$ cat config.mk
export PLATFORM = sky130hd
export DESIGN_NAME = fsr_status_ctrl
export DESIGN_NICKNAME = d
export VERILOG_FILES = /design/src/hw/fsr_sync.v /design/src/hw/fsr_shifter.v /design/src/hw/fsr_status_ctrl.v
export VERILOG_INCLUDE_DIRS = /design/src /design/src/hw
export SDC_FILE = /design/constraint.sdc
export NUM_CORES = 1
export LEC_CHECK = 0
export CELL_PAD_IN_SITES_DETAIL_PLACEMENT = 0
export CELL_PAD_IN_SITES_GLOBAL_PLACEMENT = 1
export CORE_MARGIN = 3
export CORE_UTILIZATION = 35
export CTS_CLUSTER_SIZE = 30
export DETAILED_ROUTE_END_ITERATION = 12
export DONT_BUFFER_PORTS = 1
export HOLD_SLACK_MARGIN = 0.12
export PLACE_DENSITY = 0.61
export SLEW_MARGIN = 0
export SYNTH_ARGS = -nofsm -noshare
export SYNTH_HDL_FRONTEND = slang
export SYNTH_SLANG_ARGS = --single-unit
$ cat constraint.sdc
create_clock -name clk -period 9.1 [get_ports clk]
set_input_delay 0.91 -clock clk [delete_from_list [all_inputs] [get_ports clk]]
set_output_delay 0.91 -clock clk [all_outputs]
set_load 0.03 [all_outputs]
$ cat src/hw/fsr_defines.vh
`ifndef FSR_DEFINES_VH
`define FSR_DEFINES_VH

// command codes
`define FSR_CMD_RESET_EN    8'h66
`define FSR_CMD_RESET       8'h99
`define FSR_CMD_WREN        8'h06
`define FSR_CMD_WREN_VOL    8'h50
`define FSR_CMD_WRDIS       8'h04
`define FSR_CMD_WR_STATUS   8'h01
`define FSR_CMD_WR_STATUS3  8'h11
`define FSR_CMD_RD_STATUS1  8'h05
`define FSR_CMD_RD_STATUS2  8'h35
`define FSR_CMD_RD_STATUS3  8'h15
`define FSR_CMD_QPI_ENTER   8'h38
`define FSR_CMD_QPI_EXIT    8'hFF

// status_one field positions
`define FSR_S1_SREG_PROTECT_LO  7
`define FSR_S1_GRANULARITY      6
`define FSR_S1_DIRECTION        5
`define FSR_S1_BLOCK_PROTECT_HI 4
`define FSR_S1_BLOCK_PROTECT_LO 2
`define FSR_S1_WEL              1
`define FSR_S1_BUSY             0

// status_two field positions
`define FSR_S2_ERASE_SUSP       7
`define FSR_S2_PROTECT_INVERT   6
`define FSR_S2_LOCK_HI          5
`define FSR_S2_LOCK_LO          3
`define FSR_S2_PROG_SUSP        2
`define FSR_S2_QUAD_ENABLE      1
`define FSR_S2_SREG_PROTECT_HI  0

// status_three field position
`define FSR_S3_PIN_FUNCTION     7

// factory values of the non-volatile bits
`define FSR_NV_S1_HI_RESET      6'h00
`define FSR_NV_BIT_RESET        1'b0
`define FSR_NV_LOCK_RESET       3'h0

// timing
`define FSR_CLK_MHZ             50
`define FSR_CLK_NS              20
`define FSR_T_RST_US            30
`define FSR_T_RST_CYC           ((`FSR_T_RST_US * 1000 + `FSR_CLK_NS - 1) / `FSR_CLK_NS)
`define FSR_T_RESET_NS          1000
`define FSR_T_RESET_CYC         ((`FSR_T_RESET_NS + `FSR_CLK_NS - 1) / `FSR_CLK_NS)
`define FSR_T_W_US              5000

`endif

$ cat src/hw/fsr_sync.v
`timescale 1ns/1ps
module fsr_sync #(
	parameter             WIDTH     = 1,
	parameter [WIDTH-1:0] RESET_VAL = {WIDTH{1'b0}}
) (
	// clock and reset
	input  wire             clk,
	input  wire             reset_n,
	input  wire             clk_en,
	// pins
	input  wire [WIDTH-1:0] async_in,
	output reg  [WIDTH-1:0] sync_out
);

	reg [WIDTH-1:0] stage1;

	always @(posedge clk or negedge reset_n) begin
		if (!reset_n) begin
			stage1   <= RESET_VAL;
			sync_out <= RESET_VAL;
		end else if (clk_en) begin
			stage1   <= async_in;
			sync_out <= stage1;
		end
	end

endmodule

$ cat src/hw/fsr_shifter.v
`timescale 1ns/1ps
module fsr_shifter (
	// clock and reset
	input  wire       clk,
	input  wire       reset_n,
	input  wire       clk_en,
	// serial side
	input  wire       sel,
	input  wire       rise,
	input  wire       quad,
	input  wire [3:0] din,
	// byte side
	output reg  [7:0] byte_out,
	output reg        byte_valid
);

	reg  [7:0] shreg;
	reg  [2:0] cnt;
	wire [7:0] next_shreg = quad ? {shreg[3:0], din} : {shreg[6:0], din[0]};
	wire       done       = quad ? cnt[2] : (cnt == 3'h7);

	always @(posedge clk or negedge reset_n) begin
		if (!reset_n) begin
			shreg      <= 8'h00;
			cnt        <= 3'h0;
			byte_out   <= 8'h00;
			byte_valid <= 1'b0;
		end else if (clk_en) begin
			byte_valid <= 1'b0;
			if (!sel) begin
				cnt <= 3'h0;
			end else if (rise) begin
				shreg <= next_shreg;
				cnt   <= quad ? cnt + 3'h4 : cnt + 3'h1;
				if (done) begin
					byte_out   <= next_shreg;
					byte_valid <= 1'b1;
				end
			end
		end
	end

endmodule

$ cat src/hw/fsr_status_ctrl.v
// Behaviour
// - reset-enable then reset, back to back, resets device in single or quad mode.
// - after a software reset all commands are ignored until recovery time ends.
// - pin-function bit clear makes shared pin hold; set makes it active-low reset.
// - hardware reset aborts program or erase in progress.
// - while reset pin is low no command is accepted.
// - quad enable set disables hold and reset functions of the shared pin.
// - qualified hardware reset overrides all other inputs and aborts every operation.
// - protection, lock and quad-enable bits are kept non-volatile.
// - suspend, write-enable and busy bits are volatile, read-only, hardware updated.
// - write-enable latch set only by either write-enable; cleared when operation ends.
// - non-volatile status write needs protect permission, write enable, and in protect mode 01 wp unless quad.
// - power-up and software reset load volatile copies from non-volatile bits.
// - volatile write-enable before write-status updates volatile copies only.
// - granularity bit selects 64-KB blocks when clear, 4-KB sectors when set.
// - direction bit clear protects from top, set from bottom.
// - block-protect field all zeros leaves the array unprotected.
// - status_one bit 1 shows write enable, bit 0 shows busy.
// - status_two bit 7 erase suspended, bit 2 program suspended.
// - protect-invert bit set complements the protection map.
// - lock bits 5 to 3 are one-time set and guard security registers 3 to 1.
// - quad enable makes pins data lines, disabling write-protect and hold/reset.
// - status_one bit 7 and status_two bit 0 form the protect mode selector.
// - pin-function select is status_three bit 7, reset to zero.
// - protect mode zero ignores write-protect; writes allowed whenever write enabled.
`timescale 1ns/1ps
`include "fsr_defines.vh"
module fsr_status_ctrl #(
	parameter T_W_US = `FSR_T_W_US
) (
	// clock and reset
	input  wire       clk,
	input  wire       reset_n,
	input  wire       clk_en,
	// serial pins
	input  wire       cs_n,
	input  wire       sclk,
	input  wire [3:0] io_in,
	output reg  [3:0] io_out,
	output reg  [3:0] io_oe,
	// memory control side
	input  wire       array_busy,
	input  wire       array_done,
	input  wire       erase_suspended,
	input  wire       program_suspended,
	output reg        array_abort,
	output reg        in_reset,
	// status view
	output reg  [7:0] status_one,
	output reg  [7:0] status_two,
	output reg        pin_function_select,
	output reg        quad_instruction_mode
);

	localparam [31:0] TW_CYC    = (T_W_US * 1000 + `FSR_CLK_NS - 1) / `FSR_CLK_NS;
	localparam [31:0] REC_W     = `FSR_T_RST_CYC;
	localparam [31:0] RESET_W   = `FSR_T_RESET_CYC;
	localparam [15:0] REC_CYC   = REC_W[15:0];
	localparam [7:0]  RESET_CYC = RESET_W[7:0];
	localparam [1:0] ST_OPCODE = 2'h0;
	localparam [1:0] ST_DATA   = 2'h1;
	localparam [1:0] ST_READ   = 2'h2;

	// 00 free, 01 wp governed, 1x locked until power cycle or permanently
	function wr_allowed;
		input [1:0] mode;
		input       wp_high;
		input       quad_on;
		begin
			case (mode)
				2'h0:    wr_allowed = 1'b1;
				2'h1:    wr_allowed = wp_high | quad_on;
				default: wr_allowed = 1'b0;
			endcase
		end
	endfunction

	function is_read;
		input [7:0] op;
		begin
			is_read = (op == `FSR_CMD_RD_STATUS1) || (op == `FSR_CMD_RD_STATUS2) ||
				(op == `FSR_CMD_RD_STATUS3);
		end
	endfunction

	// pin synchronisers
	wire [5:0] pins_s;
	fsr_sync #(
		.WIDTH     (6),
		.RESET_VAL (6'h28)
	) u_sync (
		.clk      (clk),
		.reset_n  (reset_n),
		.clk_en   (clk_en),
		.async_in ({cs_n, sclk, io_in}),
		.sync_out (pins_s)
	);
	wire       s_cs_n = pins_s[5];
	wire       s_sclk = pins_s[4];
	wire [3:0] s_io   = pins_s[3:0];

	// non-volatile image and volatile copies
	reg [5:0] nv_s1_hi;
	reg       nv_protect_invert;
	reg       nv_quad_enable;
	reg       nv_sreg_protect_hi;
	reg [2:0] nv_lock;
	reg [5:0] vol_s1_hi;
	reg       vol_protect_invert;
	reg       vol_quad_enable;
	reg       write_enable_latch;
	reg       vol_wren;
	reg       reset_pending;

	// pending non-volatile write
	reg        nv_busy;
	reg [31:0] tw_cnt;
	reg [7:0]  new_s1;
	reg [7:0]  new_s2;
	reg        new_s2_valid;
	reg        new_pfs;
	reg        new_is_s3;

	// frame state
	reg [1:0]  state;
	reg [7:0]  opcode;
	reg [1:0]  data_cnt;
	reg        frame_dead;
	reg        cs_n_d;
	reg        sclk_d;
	reg [7:0]  out_sh;
	reg [2:0]  out_cnt;

	// reset machinery
	reg [7:0]  rst_low_cnt;
	reg [15:0] rec_cnt;
	wire busy = nv_busy | array_busy;
	wire [7:0] cur_s1 = {vol_s1_hi, write_enable_latch, busy};
	wire [7:0] cur_s2 = {erase_suspended, vol_protect_invert, nv_lock,
		program_suspended, vol_quad_enable, nv_sreg_protect_hi};
	wire [7:0] cur_s3 = {pin_function_select, 7'h00};

	// quad enable removes both pin roles
	wire pin_roles_on = ~vol_quad_enable;
	wire rst_pin_low  = pin_function_select & pin_roles_on & ~s_io[3];
	wire hold_now     = ~pin_function_select & pin_roles_on & ~s_io[3] & ~s_cs_n;
	wire hw_fire      = rst_pin_low && (rst_low_cnt == RESET_CYC - 8'h01);
	wire recovering   = (rec_cnt != 16'h0000);
	wire blocked      = rst_pin_low | recovering;
	wire accept       = ~s_cs_n & ~frame_dead & ~blocked;
	wire rise         = accept & ~hold_now & s_sclk & ~sclk_d;
	wire fall         = accept & ~hold_now & ~s_sclk & sclk_d;
	wire deselect     = s_cs_n & ~cs_n_d;
	wire [1:0] sp_mode = {nv_sreg_protect_hi, vol_s1_hi[5]};
	wire wr_ok = wr_allowed(sp_mode, s_io[2], vol_quad_enable);

	wire [7:0] rx_byte;
	wire       rx_valid;
	fsr_shifter u_shift (
		.clk        (clk),
		.reset_n    (reset_n),
		.clk_en     (clk_en),
		.sel        (accept),
		.rise       (rise),
		.quad       (quad_instruction_mode),
		.din        (s_io),
		.byte_out   (rx_byte),
		.byte_valid (rx_valid)
	);

	// a frame executes when chip select rises after a whole opcode
	wire exec    = deselect & ~frame_dead & ~blocked & (state != ST_OPCODE) & ~busy;
	wire sw_rst  = exec & (opcode == `FSR_CMD_RESET) & reset_pending;
	wire dev_rst = sw_rst | hw_fire;
	wire do_wsr  = exec & write_enable_latch & wr_ok & (data_cnt != 2'h0) &
		((opcode == `FSR_CMD_WR_STATUS) || (opcode == `FSR_CMD_WR_STATUS3));
	wire tw_end  = nv_busy && (tw_cnt == 32'h00000001);
	wire [7:0] rd_val = (opcode == `FSR_CMD_RD_STATUS1) ? cur_s1 :
		(opcode == `FSR_CMD_RD_STATUS2) ? cur_s2 : cur_s3;
	wire [7:0] rd_data = (out_cnt == 3'h0) ? rd_val : out_sh;

	always @(posedge clk or negedge reset_n) begin
		if (!reset_n) begin
			cs_n_d      <= 1'b1;
			sclk_d      <= 1'b0;
			rst_low_cnt <= 8'h00;
			rec_cnt     <= 16'h0000;
			frame_dead  <= 1'b0;
			in_reset    <= 1'b0;
			array_abort <= 1'b0;
		end else if (clk_en) begin
			cs_n_d      <= s_cs_n;
			sclk_d      <= s_sclk;
			array_abort <= dev_rst;
			in_reset    <= blocked | dev_rst;
			if (!rst_pin_low)
				rst_low_cnt <= 8'h00;
			else if (rst_low_cnt != RESET_CYC)
				rst_low_cnt <= rst_low_cnt + 8'h01;
			if (dev_rst)
				rec_cnt <= REC_CYC;
			else if (recovering)
				rec_cnt <= rec_cnt - 16'h0001;
			// a frame cut by reset stays dead until the host deselects
			if (s_cs_n)
				frame_dead <= 1'b0;
			else if (blocked | dev_rst)
				frame_dead <= 1'b1;
		end
	end

	// command frame decoding
	always @(posedge clk or negedge reset_n) begin
		if (!reset_n) begin
			state    <= ST_OPCODE;
			opcode   <= 8'h00;
			data_cnt <= 2'h0;
			new_s1   <= 8'h00;
			new_s2   <= 8'h00;
			new_s2_valid <= 1'b0;
			new_pfs  <= 1'b0;
		end else if (clk_en) begin
			if (s_cs_n || !accept) begin
				if (s_cs_n)
					state <= ST_OPCODE;
				data_cnt <= 2'h0;
			end else if (rx_valid) begin
				case (state)
					ST_OPCODE: begin
						opcode <= rx_byte;
						state  <= is_read(rx_byte) ? ST_READ : ST_DATA;
					end
					ST_DATA: begin
						if (data_cnt == 2'h0) begin
							new_s1       <= rx_byte;
							new_pfs      <= rx_byte[`FSR_S3_PIN_FUNCTION];
							new_s2_valid <= 1'b0;
						end else if (data_cnt == 2'h1) begin
							new_s2       <= rx_byte;
							new_s2_valid <= 1'b1;
						end
						if (data_cnt != 2'h3)
							data_cnt <= data_cnt + 2'h1;
					end
					default: ;
				endcase
			end
		end
	end

	// status bits, write cycle and mode flags
	always @(posedge clk or negedge reset_n) begin
		if (!reset_n) begin
			nv_s1_hi              <= `FSR_NV_S1_HI_RESET;
			nv_protect_invert     <= `FSR_NV_BIT_RESET;
			nv_quad_enable        <= `FSR_NV_BIT_RESET;
			nv_sreg_protect_hi    <= `FSR_NV_BIT_RESET;
			nv_lock               <= `FSR_NV_LOCK_RESET;
			pin_function_select   <= `FSR_NV_BIT_RESET;
			vol_s1_hi             <= `FSR_NV_S1_HI_RESET;
			vol_protect_invert    <= `FSR_NV_BIT_RESET;
			vol_quad_enable       <= `FSR_NV_BIT_RESET;
			write_enable_latch    <= 1'b0;
			vol_wren              <= 1'b0;
			reset_pending         <= 1'b0;
			quad_instruction_mode <= 1'b0;
			nv_busy               <= 1'b0;
			tw_cnt                <= 32'h00000000;
			new_is_s3             <= 1'b0;
		end else if (clk_en) begin
			if (dev_rst) begin
				// volatile copies reload, non-volatile image survives
				vol_s1_hi             <= nv_s1_hi;
				vol_protect_invert    <= nv_protect_invert;
				vol_quad_enable       <= nv_quad_enable;
				write_enable_latch    <= 1'b0;
				vol_wren              <= 1'b0;
				reset_pending         <= 1'b0;
				quad_instruction_mode <= 1'b0;
				nv_busy               <= 1'b0;
			end else begin
				if (array_done)
					write_enable_latch <= 1'b0;
				if (exec)
					reset_pending <= (opcode == `FSR_CMD_RESET_EN);
				if (exec && (opcode == `FSR_CMD_WRDIS))
					write_enable_latch <= 1'b0;
				if (exec && (opcode == `FSR_CMD_QPI_ENTER) && vol_quad_enable)
					quad_instruction_mode <= 1'b1;
				if (exec && (opcode == `FSR_CMD_QPI_EXIT))
					quad_instruction_mode <= 1'b0;
				if (do_wsr && vol_wren) begin
					// fast path: no cell wear, lost at next reset
					write_enable_latch <= 1'b0;
					if (opcode == `FSR_CMD_WR_STATUS) begin
						vol_s1_hi <= new_s1[`FSR_S1_SREG_PROTECT_LO:`FSR_S1_BLOCK_PROTECT_LO];
						if (new_s2_valid) begin
							vol_protect_invert <= new_s2[`FSR_S2_PROTECT_INVERT];
							vol_quad_enable    <= new_s2[`FSR_S2_QUAD_ENABLE];
						end
					end
				end else if (do_wsr) begin
					nv_busy   <= 1'b1;
					tw_cnt    <= TW_CYC;
					new_is_s3 <= (opcode == `FSR_CMD_WR_STATUS3);
				end
				if (nv_busy)
					tw_cnt <= tw_cnt - 32'h00000001;
				if (tw_end) begin
					nv_busy            <= 1'b0;
					write_enable_latch <= 1'b0;
					if (new_is_s3) begin
						pin_function_select <= new_pfs;
					end else begin
						nv_s1_hi  <= new_s1[`FSR_S1_SREG_PROTECT_LO:`FSR_S1_BLOCK_PROTECT_LO];
						vol_s1_hi <= new_s1[`FSR_S1_SREG_PROTECT_LO:`FSR_S1_BLOCK_PROTECT_LO];
						if (new_s2_valid) begin
							nv_protect_invert  <= new_s2[`FSR_S2_PROTECT_INVERT];
							vol_protect_invert <= new_s2[`FSR_S2_PROTECT_INVERT];
							nv_quad_enable     <= new_s2[`FSR_S2_QUAD_ENABLE];
							vol_quad_enable    <= new_s2[`FSR_S2_QUAD_ENABLE];
							nv_sreg_protect_hi <= new_s2[`FSR_S2_SREG_PROTECT_HI];
							// lock bits only ever set
							nv_lock <= nv_lock | new_s2[`FSR_S2_LOCK_HI:`FSR_S2_LOCK_LO];
						end
					end
				end
				// command set placed last so it wins over a same-cycle clear
				if (exec && (opcode == `FSR_CMD_WREN)) begin
					write_enable_latch <= 1'b1;
					vol_wren           <= 1'b0;
				end
				if (exec && (opcode == `FSR_CMD_WREN_VOL)) begin
					write_enable_latch <= 1'b1;
					vol_wren           <= 1'b1;
				end
			end
		end
	end

	// status readout and exported view
	always @(posedge clk or negedge reset_n) begin
		if (!reset_n) begin
			out_sh     <= 8'h00;
			out_cnt    <= 3'h0;
			io_out     <= 4'h0;
			io_oe      <= 4'h0;
			status_one <= 8'h00;
			status_two <= 8'h00;
		end else if (clk_en) begin
			status_one <= cur_s1;
			status_two <= cur_s2;
			if (!accept || state != ST_READ) begin
				out_cnt <= 3'h0;
				io_oe   <= 4'h0;
				io_out  <= 4'h0;
			end else begin
				// drive is released during hold; shift state is kept
				io_oe <= hold_now ? 4'h0 : (quad_instruction_mode ? 4'hF : 4'h2);
				if (fall) begin
					if (quad_instruction_mode) begin
						io_out  <= rd_data[7:4];
						out_sh  <= {rd_data[3:0], 4'h0};
						out_cnt <= out_cnt + 3'h4;
					end else begin
						io_out  <= {2'h0, rd_data[7], 1'b0};
						out_sh  <= {rd_data[6:0], 1'b0};
						out_cnt <= out_cnt + 3'h1;
					end
				end
			end
		end
	end

endmodule

## After elaboration in Yosys (flattened, before gate mapping)

Cells that the tools add are included.

- Register bits: 183
- Bits in latches: 0
- Bits in writable memories: 0
- Memory bits (read-only): 0
- Bits of input ports: 13
- Output and inout port bits: 28
- Logic and storage cells: 264
- Memories: 0

- Add/sub/neg operators: 8
- $mul: 0
- Div/mod/pow operators: 0
- Order comparisons: 0
- Equality and inequality tests: 28
- Shifts and indexed selects: 0
- Muxes and demuxes: 80
- Bitwise gates (word level): 46
- Reduce and logical (&&, ||, !) cells: 60

Operators with widths:

| kind | count |
|---|---|
| $mux W32 | 3 |
| $mux W8 | 7 |
| $mux W1 | 41 |
| $eq A32 B1 Y1 const B | 1 |
| $eq A8 B3 Y1 const B | 4 |
| $eq A8 B6 Y1 const B | 4 |
| $mux W16 | 2 |
| $reduce_and A4 Y1 | 8 |
| $sub A32 B1 Y32 const B | 1 |
| $mux W6 | 5 |
| $mux W4 | 6 |
| $reduce_bool A2 Y1 | 12 |
| $and A1 B1 Y1 | 23 |
| $mux W2 | 9 |
| $mux W3 | 6 |
| $reduce_and A2 Y1 | 9 |
| $not A1 Y1 | 17 |
| $eq A8 B5 Y1 const B | 2 |
| $eq A8 B7 Y1 const B | 2 |
| $eq A8 B8 Y1 const B | 2 |
| $reduce_bool A16 Y1 | 1 |
| $sub A16 B1 Y16 const B | 1 |
| $reduce_and A5 Y1 | 3 |
| $logic_and A1 B1 Y1 | 9 |
| other kinds (22) | 44 |

## Logic depth before layout (Yosys ltp)

- Word-level depth: 18
- Depth in mapped cells: 10
- Gate-level depth less buffers: 8

## Hierarchy

From an unflattened synthesis, not the netlist that was laid out.

- Cell total of the unflattened synthesis: 810
- Area total of the unflattened synthesis: 8675.8 um2

By module, submodules not included:

| module | instances | cells an instance | area an instance (um2) | sequential area each (um2) |
|---|---|---|---|---|
| fsr_status_ctrl | 1 | 713 | 7253.2 | 3629.7 |
| fsr_shifter | 1 | 72 | 933.4 | 475.5 |
| fsr_sync | 1 | 25 | 489.2 | 305.3 |

## Worst setup path after synthesis

No wires, ideal clock.

- Path kind: input-to-reg
- Start: in array_busy
- End: reg tw_cnt[28]
- Library setup time: 78 ps
- Arrival time: 3553 ps
- Required time: 9022 ps
- Setup slack: 5469 ps
- Stages: 9
- Buffers on the path: 3
- Cells stage by stage: or4_1 or4_1 buf_2 o41a_1 buf_6 or3_4 buf_6 or4_1 a21oi_1

- Longest elaborated chain between the ends: 10
- Elaborated cells between the ends (all ways): 15
- Classes of those cells: eq/ne: 1; bitwise: 11; reduce/logical: 3

RTL lines:

| item | line | RTL |
|---|---|---|
| from (decl) | fsr_status_ctrl.v:42 | `input wire array_busy,` |
| $or A1 B1 Y1 * | fsr_status_ctrl.v:137 | `wire busy = nv_busy \| array_busy;` |
| $not A1 Y1 * | fsr_status_ctrl.v:172 | `wire exec = deselect & ~frame_dead & ~blocked & (state != ST_OPCODE) & ~busy;` |
| $and A1 B1 Y1 * | fsr_status_ctrl.v:172 |  |
| $and A1 B1 Y1 (4 in series) | fsr_status_ctrl.v:175 | `wire do_wsr = exec & write_enable_latch & wr_ok & (data_cnt != 2'h0) &` |
| $logic_and A1 B1 Y1 | fsr_status_ctrl.v:292 | `if (do_wsr && vol_wren) begin` |
| $ne A2 B2 Y1 (no line) | -- |  |
| $reduce_and A4 Y1 (no line) * | -- |  |
| to (signal assigned) | fsr_status_ctrl.v:308 | `tw_cnt <= tw_cnt - 32'h00000001;` |
| to (decl) | fsr_status_ctrl.v:117 | `reg [31:0] tw_cnt;` |

Every way passes the cells marked *; elsewhere a longest branch is shown, timed or not.
A chain may end at the register's enable or synchronous reset.

## Final worst setup path

- Start: reg pin_function_select
- End: reg tw_cnt[21]

- Longest elaborated chain between the ends: 14
- Elaborated cells between the ends (all ways): 20
- Classes of those cells: eq/ne: 1; bitwise: 15; reduce/logical: 4

RTL lines:

| item | line | RTL |
|---|---|---|
| from (decl) | fsr_status_ctrl.v:51 | `output reg pin_function_select,` |
| from (signal assigned) | fsr_status_ctrl.v:259 | `` pin_function_select <= `FSR_NV_BIT_RESET; `` |
| from (signal assigned) | fsr_status_ctrl.v:313 | `pin_function_select <= new_pfs;` |
| $and A1 B1 Y1 * (2 in series) | fsr_status_ctrl.v:145 | `wire rst_pin_low = pin_function_select & pin_roles_on & ~s_io[3];` |
| $or A1 B1 Y1 | fsr_status_ctrl.v:149 | `wire blocked = rst_pin_low \| recovering;` |
| $not A1 Y1 | fsr_status_ctrl.v:172 |  |
| $and A1 B1 Y1 (3 in series) | fsr_status_ctrl.v:172 |  |
| $and A1 B1 Y1 (4 in series) | fsr_status_ctrl.v:175 |  |
| $logic_and A1 B1 Y1 | fsr_status_ctrl.v:292 |  |
| $ne A2 B2 Y1 (no line) | -- |  |
| $reduce_and A4 Y1 (no line) * | -- |  |

Marked as above.

==> metrics <==
post-synthesis cell count=862; crit path kind=flip-flop to flip-flop; Reg2Reg Depth=8; Worst-Margin Slew=1.141 ns; register area=4410 um2; crit path DAT=3.91 ns; worst clock skew=0.01382 ns; FILL cells=2464; Final Hold Vio Count=0; CTS tree=done; Lkg Pwr=0.004197 uW; slowest CP cell=or4_1; R2R setup slack=5.50 ns; CP max FO=20; Buf+Inv Stages, Crit Path=2; Min-Delay Path Class=primary input to asynchronous set/reset pin; fraction of registers with async set/reset=100.0%; WL per Instance=18.75 um; sequential group share of total power=49.6%; status=finished, final reports clean; leading area contributor after synthesis=dfrtp_1; Power Density=205.4 nW/um2; Slew Viols, Final=0; Worst path max stage delay=0.68 ns; CTS Buf Count=17; fraction of layout cells with a size suffix above 1=13.08%; Worst-Skew Late Latency=0.43 ns; Pint=1395 uW; synthesized area per cell=10.15 um2; Synth Warn #=0; diodes inserted=0; register area share after synthesis=50.40%; area occupied by multi-input gates=4063 um2; Setup crit start kind=flip-flop; Setup Viol. Count Final=0; TNS Setup=0 ns; Final Wtd Congestion=0.7986; die width=164.1 um; Initial DRC Count=449; CTS Buffer Depth=2; Worst EP required=9.41 ns; Post-CTS Resized=0; cell breakdown of the critical path=nor3b_1 > buf_4 > or4_1 > o41a_1 > buf_4 > or3_1 > or4_1 > mux2i_1; H-Tree Depth=4; Sink Count=176; first-pass GRT wire length=35820 um; fin util=39.25%; CP Capture Type=flip-flop; Starting Density=35.77%; clock share of power=37.7%; CORE AREA=24460 um2; Area Growth Syn to Fin=9.708%; drt drc=0; Routed Antenna Nets=0; EDFF count, synth=0; post-synth top area share=48.90%; setup bufs post-CTS=0; RSZ-0062 raised after global routing=no; clock transition at the registers of the reported paths=0.07 ns; Top FF cell, synth=dfrtp_1; Die H=164.1 um; vias in the first global route=6343; slew margin rel.=23.75%; Total GRT Usage=17.07%; total gr overflow=0; Top Family by Delay on Critical Path=simple AND/OR/NAND/NOR gates; Distinct cells, synth=61; combinational share of power=12.7%; VDD IR max=0.00008245 V; die area=26940 um2; TritonRoute pass-1 iters=5; largest cells by area after synthesis=dfrtp_1, mux2_2, nand2_1; Syn Nets=889; Period Utilization, post-route=39.60%; Top-Level Pins=41; Post-Synthesis Cell Area=8751 um2; Max Clk Rate=0.2775 GHz; PortBufs=0; via count=6421; Root Driver=clkbuf_16; num rows=57; DP Wirelength=14750 um; post-layout min period=3.603 ns; hold_buf cts=0; vias per inst=5.442; net switching power=576.9 uW; Layout Nets=870; total wire length=22120 um; antenna violations before repair=0; Max Cap Viol=0; synthesized flop and latch total=176; largest net degree at the start of global routing=177; Critical Path Stages=8; switch share=29.25%
## registers in the layout, summed over array words and instances (netlist names), 7 cells and up
register / count
opcode: 8
out_sh: 7
rec_cnt: 16
rst_low_cnt: 8
status_one: 8
status_two: 8
tw_cnt: 32
u_shift.byte_out: 8
u_shift.shreg: 7
## per-layer routing
| layer | wire length [um] | GRT usage (%) | up-vias |
|---|---|---|---|
| li1 | - | - | 3091 |
| met1 | 11020 | 24.78 | 3204 |
| met2 | 9989 | 26.34 | 107 |
| met3 | 821 | 2.850 | 19 |
| met4 | 285 | 4.691 | 0 |
| met5 | 0 | 0 | - |
## power groups by stage
stage	sequential, uW	clock, uW	combinational, uW
after CTS	978	766	252
final	979	743	250
after floorplan	960	0	211
after global placement	993	0	248
after detailed placement	992	0	250
after global routing	994	796	289
## worst paths after layout
check / to / startpoint
max: tw_cnt[21] / pin_function_select
min: tw_cnt[8] / reset_n
max reg2reg: tw_cnt[21] / pin_function_select
min reg2reg: nv_lock[1] / new_s2[4]
max in group asynchronous: u_sync.stage1[5] / reset_n
min in group clk: nv_lock[1] / new_s2[4]
## worst reg2reg max path, delay by kind of cell (launching register included)
kind                   cells  cell delay, ns
AO/OA/AOI/OAI              1            0.46
buffers and inverters      2            0.39
flip-flops                 1            0.57
multiplexers               1            0.13
AND/OR/NAND/NOR            4            1.94
## cells in the final DEF (no fill, tap or decap), types with 10 or more instances in the layout
cell,count
a21oi_1,24
or4_1,18
nand4_1,21
nor2_1,63
or3_1,18
nor3_1,22
nand3_1,28
ha_1,14
nor4_1,36
clkbuf_16,17
inv_1,25
a21o_1,12
dfrtp_1,171
a22oi_1,10
o21ai_0,59
mux2i_1,12
xnor2_1,26
nand2_1,84
mux2_2,61
o31ai_1,11
## per-stage QoR
step	instances	cell area [um2]	setup WS (ns)	power (uW)	hold slack (ns)
after floorplan	862	8751	5.469	1172	0.4437
after global placement	1148	9017	5.166	1242	0.4536
after detailed placement	1148	9017	5.120	1242	0.4652
after CTS	1180	9600	5.492	1996	0.1595
after global routing	1180	9600	5.264	2079	0.1496
final	1180	9600	5.497	1972	0.1737
## layout make-up
class / count / area share, %
clock buffers: 19 / 4.509
multi-input cells: 617 / 42.32
flip-flops and latches: 176 / 45.94
repair buffers: 6 / 0.4692
inverters: 25 / 0.9775
well taps: 324 / 4.223
clock inverters: 13 / 1.564
## kinds of logic (layout without fill, tap and decap cells)
kind of cell             Yosys count  after routing  share of synthesized area [%]
AND/OR/NAND/NOR                  352            352                          21.36
flip-flops                       176            176                          50.40
AO/OA/AOI/OAI                    146            146                          10.57
multiplexers                      73             73                          9.222
buffers and inverters             69             63                          3.245
XOR/XNOR                          32             32                          3.203
adder cells (fa/ha/maj)           14             14                          2.002
## synthesized netlist by cell type (all sizes together), types with 3 or more instances
cell and count:
dfrtp 171, nand2 84, nor2 63, mux2 61
o21ai 60, nor4 38, clkbuf 37, nand3 28
xnor2 26, inv 25, a21oi 24, nor3 22
nand4 21, or3 19, or4 18, ha 14
a21o 12, mux2i 12, o31ai 11, a22oi 10
and3 8, nand2b 8, nor2b 8, nor4b 8
and2 7, buf 7, xor2 6, a32o 5
dfstp 5, nor3b 5, and4 3, o2bb2ai 3
or2 3
No activity file was read; power rests on OpenSTA's default activity.
